$ cat src/rtl/cmpirq_pkg.sv
// Purpose: constants shared by the comparator interrupt register block
// Assumes: 8-bit file-register addresses, 8-bit data
// Notes: offsets are file addresses, not byte addresses
package cmpirq_pkg;

  localparam int unsigned CMPIRQ_ADDR_W = 8;
  localparam int unsigned CMPIRQ_DATA_W = 8;

  // register offsets
  localparam logic [7:0] CMPIRQ_OFS_FLAGS = 8'h0c;
  localparam logic [7:0] CMPIRQ_OFS_ENABLES = 8'h8c;
  localparam logic [7:0] CMPIRQ_OFS_CONTROL = 8'h0d;
  localparam logic [7:0] CMPIRQ_OFS_EVT_STATUS = 8'h0f;
  localparam logic [7:0] CMPIRQ_OFS_EVT_MASK = 8'h8f;

  // field positions
  localparam int unsigned CMPIRQ_CMP_BIT = 6;
  localparam int unsigned CMPIRQ_GIE_BIT = 7;
  localparam int unsigned CMPIRQ_EVT_BIT = 0;

  // values after reset
  localparam logic CMPIRQ_RST_FLAG = 1'b0;
  localparam logic CMPIRQ_RST_ENABLE = 1'b0;
  localparam logic CMPIRQ_RST_GIE = 1'b0;
  localparam logic CMPIRQ_RST_EVT = 1'b0;
  localparam logic CMPIRQ_RST_MASK = 1'b0;
  localparam logic [7:0] CMPIRQ_RST_RDATA = 8'h00;

endpackage

$ cat src/rtl/cmpirq_regs.sv
// Purpose: comparator interrupt enable and flag registers with interrupt gating
// Assumes: comparator change arrives as a one-cycle pulse on core_clk
// Notes: read data appear in the cycle after the read strobe and only there
//
// Notes on behaviour
// - enable register holds comparator enable at bit 6; other bits read zero
// - flag register bit 6 sets on comparator change; other bits read zero
// - flag sets regardless of the individual and global enable bits
// - flag register decodes at file address 0Ch and clears at reset
`timescale 1ns/10ps

// register map, by file address
//   0x0c flags: bit 6 comparator change flag, set by hardware or by a write of 1
//   0x8c enables: bit 6 comparator request enable
//   0x0d control: bit 7 global request enable, a local stand-in for the core's own
//   0x0f event status: bit 0 sticky copy of the change, cleared by its own read
//   0x8f event mask: bit 0 lets the status drive the level interrupt
//   every other bit and every other address reads as zero
//
// timing
//   a write lands at the strobe edge; a read answers in the next cycle only
//   both requests are registered, one cycle behind the bits that feed them
//   the change pulse must already be on core_clk; there is no synchroniser here

module cmpirq_regs #(
  parameter int unsigned ADDR_W = cmpirq_pkg::CMPIRQ_ADDR_W,
  parameter int unsigned DATA_W = cmpirq_pkg::CMPIRQ_DATA_W
) (
  input wire logic core_clk,
  input wire logic sys_rst,
  input wire logic [ADDR_W-1:0] regAddr,
  input wire logic [DATA_W-1:0] regWrData,
  input wire logic regWrite,
  input wire logic regRead,
  output logic [DATA_W-1:0] regRdData,
  input wire logic cmpChange,
  output logic cmpIrqReq,
  output logic irqOut
);

  // the register layout is fixed at one byte on an 8-bit file address
  if (ADDR_W != 8 || DATA_W != 8) begin : gen_bad_width
    $error("cmpirq_regs supports only 8-bit address and data");
  end

  typedef struct packed {
    logic flagBit;
    logic enableBit;
    logic globalEn;
    logic evtStatus;
    logic evtMask;
    logic [7:0] rdData;
    logic cmpIrq;
    logic irqLine;
  } cmpirq_state_t;

  cmpirq_state_t st;
  cmpirq_state_t next_st;

  logic hitFlags;
  logic hitEnables;
  logic hitControl;
  logic hitStatus;
  logic hitMask;

  // address decode for the five registers
  // only the full 8-bit address is compared; bank-mirrored copies of the
  // flag and enable registers are left to the core's own decode
  assign hitFlags = (regAddr == cmpirq_pkg::CMPIRQ_OFS_FLAGS);
  assign hitEnables = (regAddr == cmpirq_pkg::CMPIRQ_OFS_ENABLES);
  assign hitControl = (regAddr == cmpirq_pkg::CMPIRQ_OFS_CONTROL);
  assign hitStatus = (regAddr == cmpirq_pkg::CMPIRQ_OFS_EVT_STATUS);
  assign hitMask = (regAddr == cmpirq_pkg::CMPIRQ_OFS_EVT_MASK);

  // next-state logic: register writes, event capture, read mux, gating
  always_comb begin
    next_st = st;
    next_st.rdData = 8'h00;

    // software writes; hardware set below overrides a clear in the same cycle
    if (regWrite) begin
      if (hitFlags) begin
        next_st.flagBit = regWrData[cmpirq_pkg::CMPIRQ_CMP_BIT];
      end
      if (hitEnables) begin
        next_st.enableBit = regWrData[cmpirq_pkg::CMPIRQ_CMP_BIT];
      end
      if (hitControl) begin
        next_st.globalEn = regWrData[cmpirq_pkg::CMPIRQ_GIE_BIT];
      end
      if (hitMask) begin
        next_st.evtMask = regWrData[cmpirq_pkg::CMPIRQ_EVT_BIT];
      end
    end

    // read mux; unmapped addresses answer zero
    if (regRead) begin
      if (hitFlags) begin
        next_st.rdData[cmpirq_pkg::CMPIRQ_CMP_BIT] = st.flagBit;
      end
      if (hitEnables) begin
        next_st.rdData[cmpirq_pkg::CMPIRQ_CMP_BIT] = st.enableBit;
      end
      if (hitControl) begin
        next_st.rdData[cmpirq_pkg::CMPIRQ_GIE_BIT] = st.globalEn;
      end
      if (hitStatus) begin
        next_st.rdData[cmpirq_pkg::CMPIRQ_EVT_BIT] = st.evtStatus;
        next_st.evtStatus = 1'b0; // read clears the sticky status
      end
      if (hitMask) begin
        next_st.rdData[cmpirq_pkg::CMPIRQ_EVT_BIT] = st.evtMask;
      end
    end

    // comparator change wins over any clear so that no event is lost
    if (cmpChange) begin
      next_st.flagBit = 1'b1;
      next_st.evtStatus = 1'b1;
    end

    // request gating; registered so outputs come straight from flops
    // the extra flop costs one cycle of latency but keeps the request glitch free
    next_st.cmpIrq = st.flagBit & st.enableBit & st.globalEn;
    next_st.irqLine = st.evtStatus & st.evtMask;
  end

  // single state register, cleared asynchronously
  // every field is reset, so no unknown can leak into the requests
  always_ff @(posedge core_clk or posedge sys_rst) begin
    if (sys_rst) begin
      st.flagBit <= cmpirq_pkg::CMPIRQ_RST_FLAG;
      st.enableBit <= cmpirq_pkg::CMPIRQ_RST_ENABLE;
      st.globalEn <= cmpirq_pkg::CMPIRQ_RST_GIE;
      st.evtStatus <= cmpirq_pkg::CMPIRQ_RST_EVT;
      st.evtMask <= cmpirq_pkg::CMPIRQ_RST_MASK;
      st.rdData <= cmpirq_pkg::CMPIRQ_RST_RDATA;
      st.cmpIrq <= 1'b0;
      st.irqLine <= 1'b0;
    end else begin
      st <= next_st;
    end
  end

  // outputs
  assign regRdData = st.rdData;
  assign cmpIrqReq = st.cmpIrq;
  assign irqOut = st.irqLine;
endmodule

$ cat config.mk
export PLATFORM = sky130hd
export DESIGN_NAME = cmpirq_regs
export DESIGN_NICKNAME = d
export VERILOG_FILES = /design/src/rtl/cmpirq_pkg.sv /design/src/rtl/cmpirq_regs.sv
export SDC_FILE = /design/constraint.sdc
export NUM_CORES = 1
export LEC_CHECK = 0
export BUFFER_PORTS_ARGS = -buffer_cell sky130_fd_sc_hd__buf_2
export CAP_MARGIN = 20
export CORE_UTILIZATION = 41
export DETAILED_ROUTE_END_ITERATION = 10
export HOLD_SLACK_MARGIN = 0.08
export PLACE_DENSITY_LB_ADDON = 0.12
export SETUP_SLACK_MARGIN = 0.4
export SLEW_MARGIN = 20
export SYNTH_ARGS = -nofsm -noshare
export SYNTH_HDL_FRONTEND = slang
export SYNTH_SLANG_ARGS = --single-unit
$ cat constraint.sdc
create_clock -name core_clk -period 1.14 [get_ports core_clk]
set_clock_uncertainty 0.15 [all_clocks]
set_input_delay 0.057 -clock core_clk [delete_from_list [all_inputs] [get_ports core_clk]]
set_output_delay 0.057 -clock core_clk [all_outputs]
set_load 0.05 [all_outputs]
== Yosys cells after proc, flatten, opt, wreduce, memory -nomap -nowiden ==
Index checks and enable logic that the tools add are counted.

* Register bits: 10
* Bits in latches: 0
* Bits in writable memories: 0
* Memory bits (read-only): 0
* Bits of input ports: 21
* Output and inout bits: 10
* Logic and storage cells: 40
* Memories kept: 0

* Add/sub/neg operators: 0
* Multipliers: 0
* Div/mod/pow operators: 0
* $lt $le $gt $ge: 0
* Eq/ne operators: 5
* Shift-type cells: 0
* Mux-type cells: 15
* Bitwise gates (word level): 3
* Reduce and logical (&&, ||, !) cells: 9

{| class="wikitable"
|+ Operator list
! cell !! number
|-
| 8-bit by 4-bit == test with 1-bit output, second input constant || 3
|-
| 8-bit == test, second input constant || 2
|-
| 1-bit two-way mux || 13
|-
| 2-bit AND reduction || 5
|-
| 2-bit nonzero test || 4
|-
| 1-bit bitwise AND || 3
|-
| 3-bit two-way mux || 1
|-
| 2-bit two-way mux || 1
|}

== Longest topological paths before layout ==
Gate-level depths: netlist (run 1).

* Word-level depth: 4
* Gate-level depth with buffers: 3
* Gate-level depth less buffers: 3

== Least setup slack after synthesis (run 1) ==
Ideal clock, no wire load.

* Path type: input-to-reg
* Start point: in regAddr[5]
* End point: reg st[13] in the netlist's numbering
* Library setup time: 0.128 ns
* Data arrival time: 0.976 ns
* Required time: 0.862 ns
* Setup slack: -0.113 ns
* Cell stages on the path: 3
* Path buffers: 0
* Path through: or3_4 nor4_4 mux2_1

* Cells in the longest elaborated chain, start to end: 2

{| class="wikitable"
|+ RTL lines
! item !! line !! text
|-
| from (decl) || cmpirq_regs.sv:31 || <nowiki>input wire logic [ADDR_W-1:0] regAddr,</nowiki>
|-
| 8-bit == test || cmpirq_regs.sv:70 || <nowiki>assign hitEnables = (regAddr == cmpirq_pkg::CMPIRQ_OFS_ENABLES);</nowiki>
|-
| 2-bit AND reduction (no source line) || n/a ||
|-
| to (signal assigned) || cmpirq_regs.sv:141 || <nowiki>st <= next_st;</nowiki>
|-
| to (decl) || cmpirq_regs.sv:57 || <nowiki>cmpirq_state_t st;</nowiki>
|}

No other way between the ends.
A chain may end at the register's enable or synchronous reset.

== Worst setup path after layout (run 1) ==
* Start point: in regAddr[6]
* End point: reg st[13] in the netlist's numbering

The elaborated chain is that of the path after synthesis.

==> reports/metrics.yaml, run 1 <==
place:
  dpl.cell_count: 85
  routabilityCongestion: 0.811
  io_buffers: 20
  dp_hpwl_um: 907
  placed_cell_area_sq_um: 682
detailed_routing:
  routed_wl_um: 1210
  antenna_left: 0
  post_drt_wl_per_cell_um: 13.3
  drt-initial-drc-count: 1
  first_pass_iters: 2
  vias: 449
  vias_per_cell: 4.93
  remaining_drc_errors: 0
setup_path:
  cp_top_family: "simple AND/OR/NAND/NOR gates"
  crit_required_ns: 1.13
  start_kind: "input port"
  path_buf_inv: 1
  critical_path.max_fanout: 3
  path_class: "input port to flip-flop"
  arrival_ns: 1.05
  worstPathCellList: "buf_6, or3_4, nor4_4, mux2_4"
  worst_path_max_delay_cell: "or3_4"
  setup.worst_path.end_class: "flip-flop"
  cpPeakStageDelay_ns: 0.42
yosys:
  netlist_area_sq_um: 538
  avgSynthCellArea_sq_um: 11.4
  synth_cell_types: 22
  yosysTopAreaCell: "dfrtp_1"
  ys_top_cells_by_area: "dfrtp_1 (47%), buf_4 (11%), mux2_1 (6.3%)"
  ys_seq_area_frac: 0.465
  yosys_warnings: 0
  synthCells: 47
  synth_seq_cells: 10
  synth_top_area_frac: 0.465
clocking:
  clock_latency_ns: 0.26
  cts-root-buf: "clkbuf_4"
  clockBufferDepth: 2
  cts_tree: "done"
  cts_buffers: 3
  cts.sink_count: 10
  clk_pin_slew_worst_paths_ns: 0.07
  htree_levels: 1
finish:
  final_common_cell: "buf_2"
  fillCellCount: 99
  seq_area_sq_um: 253
  drive_above_1_share: 0.597
  stdcell_area_sq_um: 820
  nets: 99
  most-common-layout-cells: "buf_2 (13), buf_6 (10), dfrtp_1 (8), buf_4 (7), conb_1 (5)"
  multiInputGateArea_sq_um: 289
  postLayoutCoreUtil: 0.709
  insertedDiodeCount: 0
  stdcell_count: 91
  syn_to_final_growth_pct: 52.3
floorplanning:
  die_w_um: 38.2
  num_rows: 12
  die_area_sq_um: 1460
  num_io_pins: 31
  coreArea_sq_um: 1160
  die_h_um: 38.2
  start_util: 0.465
run_status:
  status: "finished with violations"
  violations: "hold timing"
timing:
  finalCritPeriodShare: 0.927
  fin_crit_ns: 1.06
  hold_ws_ns: -0.394
  hold_viol_final: 16
  finalSetupViolations: 0
  slew_violations: 0
  rsz0062_at_grt: "yes"
  fmax_ghz: 0.947
power:
  max-vdd-ir-drop_v: 0.000697
  p_per_area_nw_per_um2: 961
  p_leak_nw: 0.412
  total_power_mw: 0.788
grt:
  grt_pass1_vias: 461
  grt_pass1_wl_um: 1930
  grtUsageTotal: 0.200
  grt_max_degree: 11
  grt_overflow: 0
  antenna_found_initial: 0
worst_hold_path:
  min_path_type: "input port to asynchronous set/reset pin"
flow_run:
  maxCapViolations: 0
==> stage by stage <==
step / setup slack, ns / TNS, ns / hold slack [ns]
5_1_grt: 0.0735 / 0 / -0.355
6_report: 0.0835 / 0 / -0.394
3_5_place_dp: -0.284 / -1.04 / -0.0986
3_3_place_gp: -0.250 / -0.924 / -0.0935
2_1_floorplan: -0.113 / -0.207 / -0.253
4_1_cts: 0.0829 / 0 / -0.388
==> state kept, by name (all words and copies together) (netlist names) <==
register and cells:
st 5, irqOut 1, regRdData 3, cmpIrqReq 1
==> worst paths after layout <==
kind	start	to	slack, ns	depth (start not counted)
max	regAddr[6]	st[13]$_DFFE_PP0P_	0.08	4
max reg2reg	st[13]$_DFFE_PP0P_	st[13]$_DFFE_PP0P_	0.20	1
max in group asynchronous	sys_rst	cmpIrqReq$_DFF_PP0_	0.95	2
min in group core_clk	cmpChange	st[11]$_DFFE_PP0P_	-0.13	2
min	sys_rst	regRdData[7]$_DFF_PP0_	-0.39	2
min reg2reg	st[11]$_DFFE_PP0P_	st[11]$_DFFE_PP0P_	0.37	1
==> per-layer routing <==
layer / global-route usage / share of wire / wire length [um]
met1: 0.202 / 0.39 / 467
met2: 0.347 / 0.54 / 655
met3: 0.0465 / 0.036 / 43
met4: 0.152 / 0.037 / 45
met5: 0 / 0 / 0
==> area by class of cell <==
class | count | area share
multi-input cells | 32 | 0.353
inverters | 1 | 0.00458
well taps | 14 | 0.0214
flip-flops and latches | 10 | 0.308
repair buffers | 30 | 0.281
clock buffers | 4 | 0.0321
==> cells by family after synthesis <==
family | after synthesis | synth area share
AOI/OAI and AO/OA | 1 | 0.0140
buffers and inverters | 9 | 0.119
DFF | 10 | 0.465
muxes | 6 | 0.119
other | 1 | 0.00697
and+or+nand+nor | 20 | 0.277
==> where the power goes <==
| part | switching (mW) | total (mW) | internal, mW | leakage, nW |
|---|---|---|---|---|
| sequential | 0.00508 | 0.367 | 0.362 | 0.125 |
| combinational | 0.0983 | 0.169 | 0.0709 | 0.272 |
| clock | 0.116 | 0.251 | 0.135 | 0.0150 |
==> timing repair <==
| item | in CTS | in global routing |
|---|---|---|
| pin swaps | 8 | 2 |
| resized for setup | 22 | 2 |
| setup endpoints to repair | 15 | 15 |
| buffers inserted | 2 | 0 |
| hold endpoints to repair | 18 | 18 |
==> cells in the mapped netlist, drive strengths merged <==
cell	number
nand4	2
and3	2
nor2	2
inv	1
mux2i	3
a21o	1
conb	1
or3	1
nor4bb	1
nand2b	1
and4b	1
nand3	2
nor3	2
dfrtp	10
nor4	3
and2	1
mux2	3
nand2	1
buf	8
and4	1
Note: power is estimated with default switching activity, not from simulation.
==> run 2, diff against run 1 <==
--- a/config.mk
+++ b/config.mk
@@ -7,8 +7,10 @@
 export LEC_CHECK = 0
 export BUFFER_PORTS_ARGS = -buffer_cell sky130_fd_sc_hd__buf_2
 export CAP_MARGIN = 20
-export CORE_UTILIZATION = 41
+export CORE_AREA = 2 2 39 41
+export CTS_BUF_LIST = sky130_fd_sc_hd__clkbuf_16
 export DETAILED_ROUTE_END_ITERATION = 10
+export DIE_AREA = 0 0 41 43
 export HOLD_SLACK_MARGIN = 0.08
 export PLACE_DENSITY_LB_ADDON = 0.12
 export SETUP_SLACK_MARGIN = 0.4
==> constraint.sdc (replaced) <==
create_clock -name core_clk -period 1.3 [get_ports core_clk]
set_clock_uncertainty 0.15 [all_clocks]
set_input_delay 0.065 -clock core_clk [delete_from_list [all_inputs] [get_ports core_clk]]
set_output_delay 0.065 -clock core_clk [all_outputs]
set_load 0.05 [all_outputs]
==> reports/metrics.yaml, run 2 (synthesis results as in run 1) <==
run_status:
  status: "finished with violations"  # unchanged
  violations: "hold timing"  # unchanged
worst_hold_path:
  min_path_type: "input port to flip-flop"  # was input port to asynchronous set/reset pin
  hp-start: "cmpChange"
  holdPathStages: 2
  min_to: "st[11]$_DFFE_PP0P_"
setup_path:
  r2r_cells: 2  # was 1
  worst_r2r_endpoint: "regRdData[6]$_DFF_PP0_"  # was st[13]$_DFFE_PP0P_
  arrival_ns: 1.07  # was 1.05 ns
  path_class: "input port to flip-flop"  # unchanged
  r2r_setup_slack_ns: 0.37  # was 0.20 ns
  reg2reg_from: "st[13]$_DFFE_PP0P_"  # unchanged
  setup.worst_path.end_class: "flip-flop"  # unchanged
  crit_required_ns: 1.27  # was 1.13 ns
  start_kind: "input port"  # unchanged
  critical_path.max_fanout: 3  # unchanged
detailed_routing:
  antenna_left: 0  # unchanged
  routed_wl_um: 1220  # was 1210 um
  post_drt_wl_per_cell_um: 13.4  # was 13.3 um
  remaining_drc_errors: 0  # unchanged
  drt-initial-drc-count: 4  # was 1
  vias: 438  # was 449
  first_pass_iters: 2  # unchanged
  vias_per_cell: 4.81  # was 4.93
finish:
  syn_to_final_growth_pct: 58.8  # was 52.3%
  stdcell_count: 91  # unchanged
  top_register: "st"  # unchanged
  fillCellCount: 119  # was 99
  drive_above_1_share: 0.520  # was 0.597
  largest_reg_flops: 5  # unchanged
  most-common-layout-cells: "buf_2 (12), dfrtp_1 (10), buf_6 (8), buf_4 (6), conb_1 (5)"  # was buf_2 (13), buf_6 (10), dfrtp_1 (8), buf_4 (7), conb_1 (5)
  final_common_cell: "buf_2"  # unchanged
  nets: 97  # was 99
  insertedDiodeCount: 0  # unchanged
timing:
  fmax_ghz: 0.906
  fin_ws_ns: 0.196  # was 0.0835 ns
  hold_ws_ns: -0.105  # was -0.394 ns
  finalCritPeriodShare: 0.849
  finalSetupViolations: 0  # unchanged
  hold_viol_final: 6  # was 16
  rsz0062_at_grt: "yes"  # unchanged
  slew_violations: 0  # unchanged
  fin_crit_ns: 1.10
power:
  p_leak_nw: 0.426  # was 0.412 nW
  max-vdd-ir-drop_v: 0.000657  # was 0.000697 V
  p_per_area_nw_per_um2: 1180  # was 961 nW/um^2
floorplanning:
  num_io_pins: 31  # unchanged
  coreArea_sq_um: 1380  # was 1160 sq um
  start_util: 0.389  # was 0.465
  die_w_um: 41  # was 38.2 um
  die_area_sq_um: 1760  # was 1460 sq um
  num_rows: 14  # was 12
  die_h_um: 43  # was 38.2 um
grt:
  grt_max_degree: 11  # unchanged
  grt_pass1_vias: 450  # was 461
  grt_overflow: 0  # unchanged
  grtUsageTotal: 0.162  # was 0.200
  grt_pass1_wl_um: 1830  # was 1930 um
  antenna_found_initial: 0  # unchanged
place:
  dpl_worst_slack_ns: -0.147  # was -0.284 ns
  routabilityCongestion: 0.667  # was 0.811
  dpl.cell_count: 84  # was 85
  dp_hpwl_um: 902  # was 907 um
  io_buffers: 20  # unchanged
clocking:
  cts_buffers: 3  # unchanged
  cts-root-buf: "clkbuf_16"  # was clkbuf_4
  cts_tree: "done"  # unchanged
  htree_levels: 1  # unchanged
  cts_hold_buf: 2
  clockBufferDepth: 2  # unchanged
  cts.sink_count: 10  # unchanged
  clk_pin_slew_worst_paths_ns: 0.04  # was 0.07 ns
  clock_latency_ns: 0.23  # was 0.26 ns
flow_run:
  maxCapViolations: 0  # unchanged
## run 2: cell types whose count changed in the layout (fill, tap and decap cells not counted), moves of 2 or more
cell,change
dlygate4sd3_1,+2
clkbuf_16,+3
clkbuf_4,-3
dfrtp_2,-2
dfrtp_1,+2
buf_6,-2
## run 2: power by group
group          internal, mW  switching (mW)  leakage (nW)
Clock                 0.403           0.141        0.0385
Combinational        0.0561          0.0845         0.259
Sequential            0.319         0.00392         0.129
Total                 0.778           0.230         0.426
## run 2: timing repair
| action | in CTS | in global routing |
|---|---|---|
| cloned | 0 | 0 |
| setup buffers | 1 | 0 |
| pin swaps | 6 | 1 |
| setup endpoints to repair | 12 | 12 |
| resized for setup | 22 | 1 |
| endpoints found under the hold margin | 17 | 6 |
## run 2: worst max-delay path: stages
cell,delay [ns]
buf_6,0.10
or3_4,0.41
nor4_4,0.17
mux2_4,0.32
## run 2: per-layer routing
layer | share of wire | vias up | wire length, um | track usage
met3 | 0.068 | 4 | 83 | 0.0471
met5 | 0 | - | 0 | 0
li1 | - | 217 | - | -
met4 | 0.020 | 0 | 24 | 0.100
met2 | 0.48 | 20 | 584 | 0.263
met1 | 0.43 | 197 | 522 | 0.173
## run 2: layout make-up
type,count,area [sq um],area share
multi-input cells,32,287,0.335
flip-flops and latches,10,250,0.293
repair buffers,28,215,0.252
clock buffers,3,75.1,0.0878
well taps,16,20.0,0.0234
clock inverters,1,3.75,0.00439
inverters,1,3.75,0.00439
## run 2: worst max path at each step
stage | slack [ns] | end | depth (start not counted) | from
global placement | -0.14 | st[10]$_DFFE_PP0P_ | 4 | regAddr[4]
finish | 0.20 | st[13]$_DFFE_PP0P_ | 4 | regAddr[4]
floorplan | 0.04 | st[13]$_DFFE_PP0P_ | 3 | regAddr[5]
detailed placement | -0.15 | st[10]$_DFFE_PP0P_ | 4 | regAddr[4]
CTS | 0.20 | st[13]$_DFFE_PP0P_ | 4 | regAddr[4]
global route | 0.16 | st[13]$_DFFE_PP0P_ | 4 | regAddr[4]
## run 2: through the flow
step / total power, mW / area, sq um / utilization / setup TNS (ns)
6_report: 1.01 / 855 / 0.618 / 0
5_1_grt: 1.05 / 855 / 0.618 / 0
4_1_cts: 1.02 / 851 / 0.615 / 0
3_5_place_dp: 0.444 / 659 / 0.476 / -0.289
3_3_place_gp: 0.443 / 659 / 0.476 / -0.238
2_1_floorplan: 0.400 / 562 / - / 0
==> run 3, diff against run 2 <==
--- a/config.mk
+++ b/config.mk
@@ -7,10 +7,9 @@
 export LEC_CHECK = 0
 export BUFFER_PORTS_ARGS = -buffer_cell sky130_fd_sc_hd__buf_2
 export CAP_MARGIN = 20
-export CORE_AREA = 2 2 39 41
+export CORE_UTILIZATION = 41
 export CTS_BUF_LIST = sky130_fd_sc_hd__clkbuf_16
 export DETAILED_ROUTE_END_ITERATION = 10
-export DIE_AREA = 0 0 41 43
 export HOLD_SLACK_MARGIN = 0.08
 export PLACE_DENSITY_LB_ADDON = 0.12
 export SETUP_SLACK_MARGIN = 0.4
==> constraint.sdc (replaced) <==
create_clock -name core_clk -period 1.1 [get_ports core_clk]
set_clock_uncertainty 0.15 [all_clocks]
set_input_delay 0.055 -clock core_clk [delete_from_list [all_inputs] [get_ports core_clk]]
set_output_delay 0.055 -clock core_clk [all_outputs]
set_load 0.05 [all_outputs]
==> reports/metrics.yaml, run 3 (synthesis results as in run 1) <==
place:
  dpl.cell_count: 84  # unchanged
  dpl_worst_slack_ns: -0.316  # was -0.147 ns
  routabilityCongestion: 0.801  # was 0.667
  dp_hpwl_um: 873  # was 902 um
  placed_cell_area_sq_um: 674  # was 659 sq um
  io_buffers: 20  # unchanged
finish:
  multiInputGateArea_sq_um: 289  # was 287 sq um
  drive_above_1_share: 0.587  # was 0.520
  top_register: "st"  # unchanged
  largest_reg_flops: 5  # unchanged
  insertedDiodeCount: 0  # unchanged
  fillCellCount: 90  # was 119
  nets: 97  # unchanged
  stdcell_area_sq_um: 861  # was 855 sq um
  stdcell_count: 89  # was 91
  final_common_cell: "buf_2"  # unchanged
  syn_to_final_growth_pct: 60.0  # was 58.8%
  seq_area_sq_um: 253  # was 250 sq um
  most-common-layout-cells: "buf_2 (13), dfrtp_1 (8), buf_6 (7), buf_4 (6), conb_1 (5)"  # was buf_2 (12), dfrtp_1 (10), buf_6 (8), buf_4 (6), conb_1 (5)
setup_path:
  setup.worst_path.end_class: "flip-flop"  # unchanged
  path_class: "input port to flip-flop"  # unchanged
  start_kind: "input port"  # unchanged
  crit_required_ns: 1.06  # was 1.27 ns
  critical_path.max_fanout: 3  # unchanged
  arrival_ns: 1.05  # was 1.07 ns
timing:
  slew_violations: 0  # unchanged
  hold_viol_final: 17  # was 6
  fin_crit_ns: 1.09
  finalCritPeriodShare: 0.988
  rsz0062_at_grt: "yes"  # unchanged
  fin_tns_setup_ns: 0  # unchanged
  finalSetupViolations: 0  # unchanged
  fin_ws_ns: 0.0136  # was 0.196 ns
  hold_ws_ns: -0.359  # was -0.105 ns
  fmax_ghz: 0.920
power:
  p_leak_nw: 0.430  # was 0.426 nW
  p_per_area_nw_per_um2: 1380  # was 1180 nW/um^2
  total_power_mw: 1.19  # was 1.01 mW
  max-vdd-ir-drop_v: 0.00104  # was 0.000657 V
floorplanning:
  die_h_um: 38.2  # was 43 um
  coreArea_sq_um: 1160  # was 1380 sq um
  num_rows: 12  # was 14
  die_w_um: 38.2  # was 41 um
  num_io_pins: 31  # unchanged
  die_area_sq_um: 1460  # was 1760 sq um
  start_util: 0.465  # was 0.389
clocking:
  cts.sink_count: 10  # unchanged
  clockBufferDepth: 2  # unchanged
  cts_buffers: 3  # unchanged
  cts_tree: "done"  # unchanged
  clock_latency_ns: 0.23  # about the same
  htree_levels: 1  # unchanged
  clk_pin_slew_worst_paths_ns: 0.04  # about the same
  cts-root-buf: "clkbuf_16"  # unchanged
detailed_routing:
  first_pass_iters: 4  # was 2
  wl_met1_um: 500  # was 522 um
  wl_met2_um: 641  # was 584 um
  remaining_drc_errors: 0  # unchanged
  antenna_left: 0  # unchanged
  dr_wl_met3_um: 74  # was 83 um
  drt-initial-drc-count: 1  # was 4
  vias: 438  # unchanged
  routed.top_layer: "met4"  # unchanged
  post_drt_wl_per_cell_um: 13.8  # was 13.4 um
  routed_wl_um: 1230  # was 1220 um
  vias_per_cell: 4.92  # was 4.81
grt:
  grt_max_degree: 11  # unchanged
  grt_overflow: 0  # unchanged
  grt_pass1_wl_um: 1980  # was 1830 um
  antenna_found_initial: 0  # unchanged
  grtUsageTotal: 0.211  # was 0.162
  grt_pass1_vias: 452  # was 450
run_status:
  status: "finished with violations"  # unchanged
  violations: "hold timing"  # unchanged
worst_hold_path:
  min_path_type: "input port to asynchronous set/reset pin"  # was input port to flip-flop
flow_run:
  maxCapViolations: 0  # unchanged
-- run 3: what timing repair did --
| action | 4_1_cts | 5_1_grt |
|---|---|---|
| gates resized for setup | 19 | 6 |
| endpoints found under the hold margin | 17 | 17 |
| setup endpoints to repair | 15 | 15 |
| pin swaps | 6 | 2 |
| buffers inserted | 1 | 0 |
-- run 3: path summary, 6_finish.rpt --
path                                    startpoint                     end  slack [ns]  depth (start not counted)
worst max-delay path                    regAddr[6]      st[13]$_DFFE_PP0P_        0.01                          4
min in group core_clk                    cmpChange      st[11]$_DFFE_PP0P_       -0.12                          2
worst max register to register  st[13]$_DFFE_PP0P_      st[13]$_DFFE_PP0P_        0.16                          1
worst min register to register  st[11]$_DFFE_PP0P_      st[11]$_DFFE_PP0P_        0.37                          1
max in group asynchronous                  sys_rst        irqOut$_DFF_PP0_        0.86                          2
worst min-delay path                       sys_rst  regRdData[7]$_DFF_PP0_       -0.36                          2
-- run 3: layout make-up --
cell class / instances / share of cell area
timing repair buffer: 28 / 0.254
tap: 14 / 0.0203
inverter: 1 / 0.00436
sequential: 10 / 0.294
clock buffer: 3 / 0.0872
multi-input combinational: 32 / 0.336
clock inverter: 1 / 0.00436
-- run 3: worst max-delay path, cell delays in order --
cell	delay, ns
buf_6	0.09
or3_4	0.41
nor4_4	0.16
mux2_4	0.32
-- run 3: through the flow --
stage,utilization,hold WS (ns)
floorplan,-,-0.255
global placement,0.583,-0.102
detailed placement,0.583,-0.107
CTS,0.725,-0.356
global route,0.745,-0.333
finish,0.745,-0.359
-- run 3: power by group --
| part | internal [mW] | switching, mW | total, mW |
|---|---|---|---|
| logic | 0.0702 | 0.102 | 0.172 |
| clock network | 0.475 | 0.156 | 0.631 |
| registers | 0.377 | 0.00581 | 0.383 |
-- run 3: layer usage --
layer,vias to the layer above,GRT usage
met1,201,0.226
met5,-,0
li1,215,-
met4,0,0.0536
met3,2,0.105
met2,20,0.364
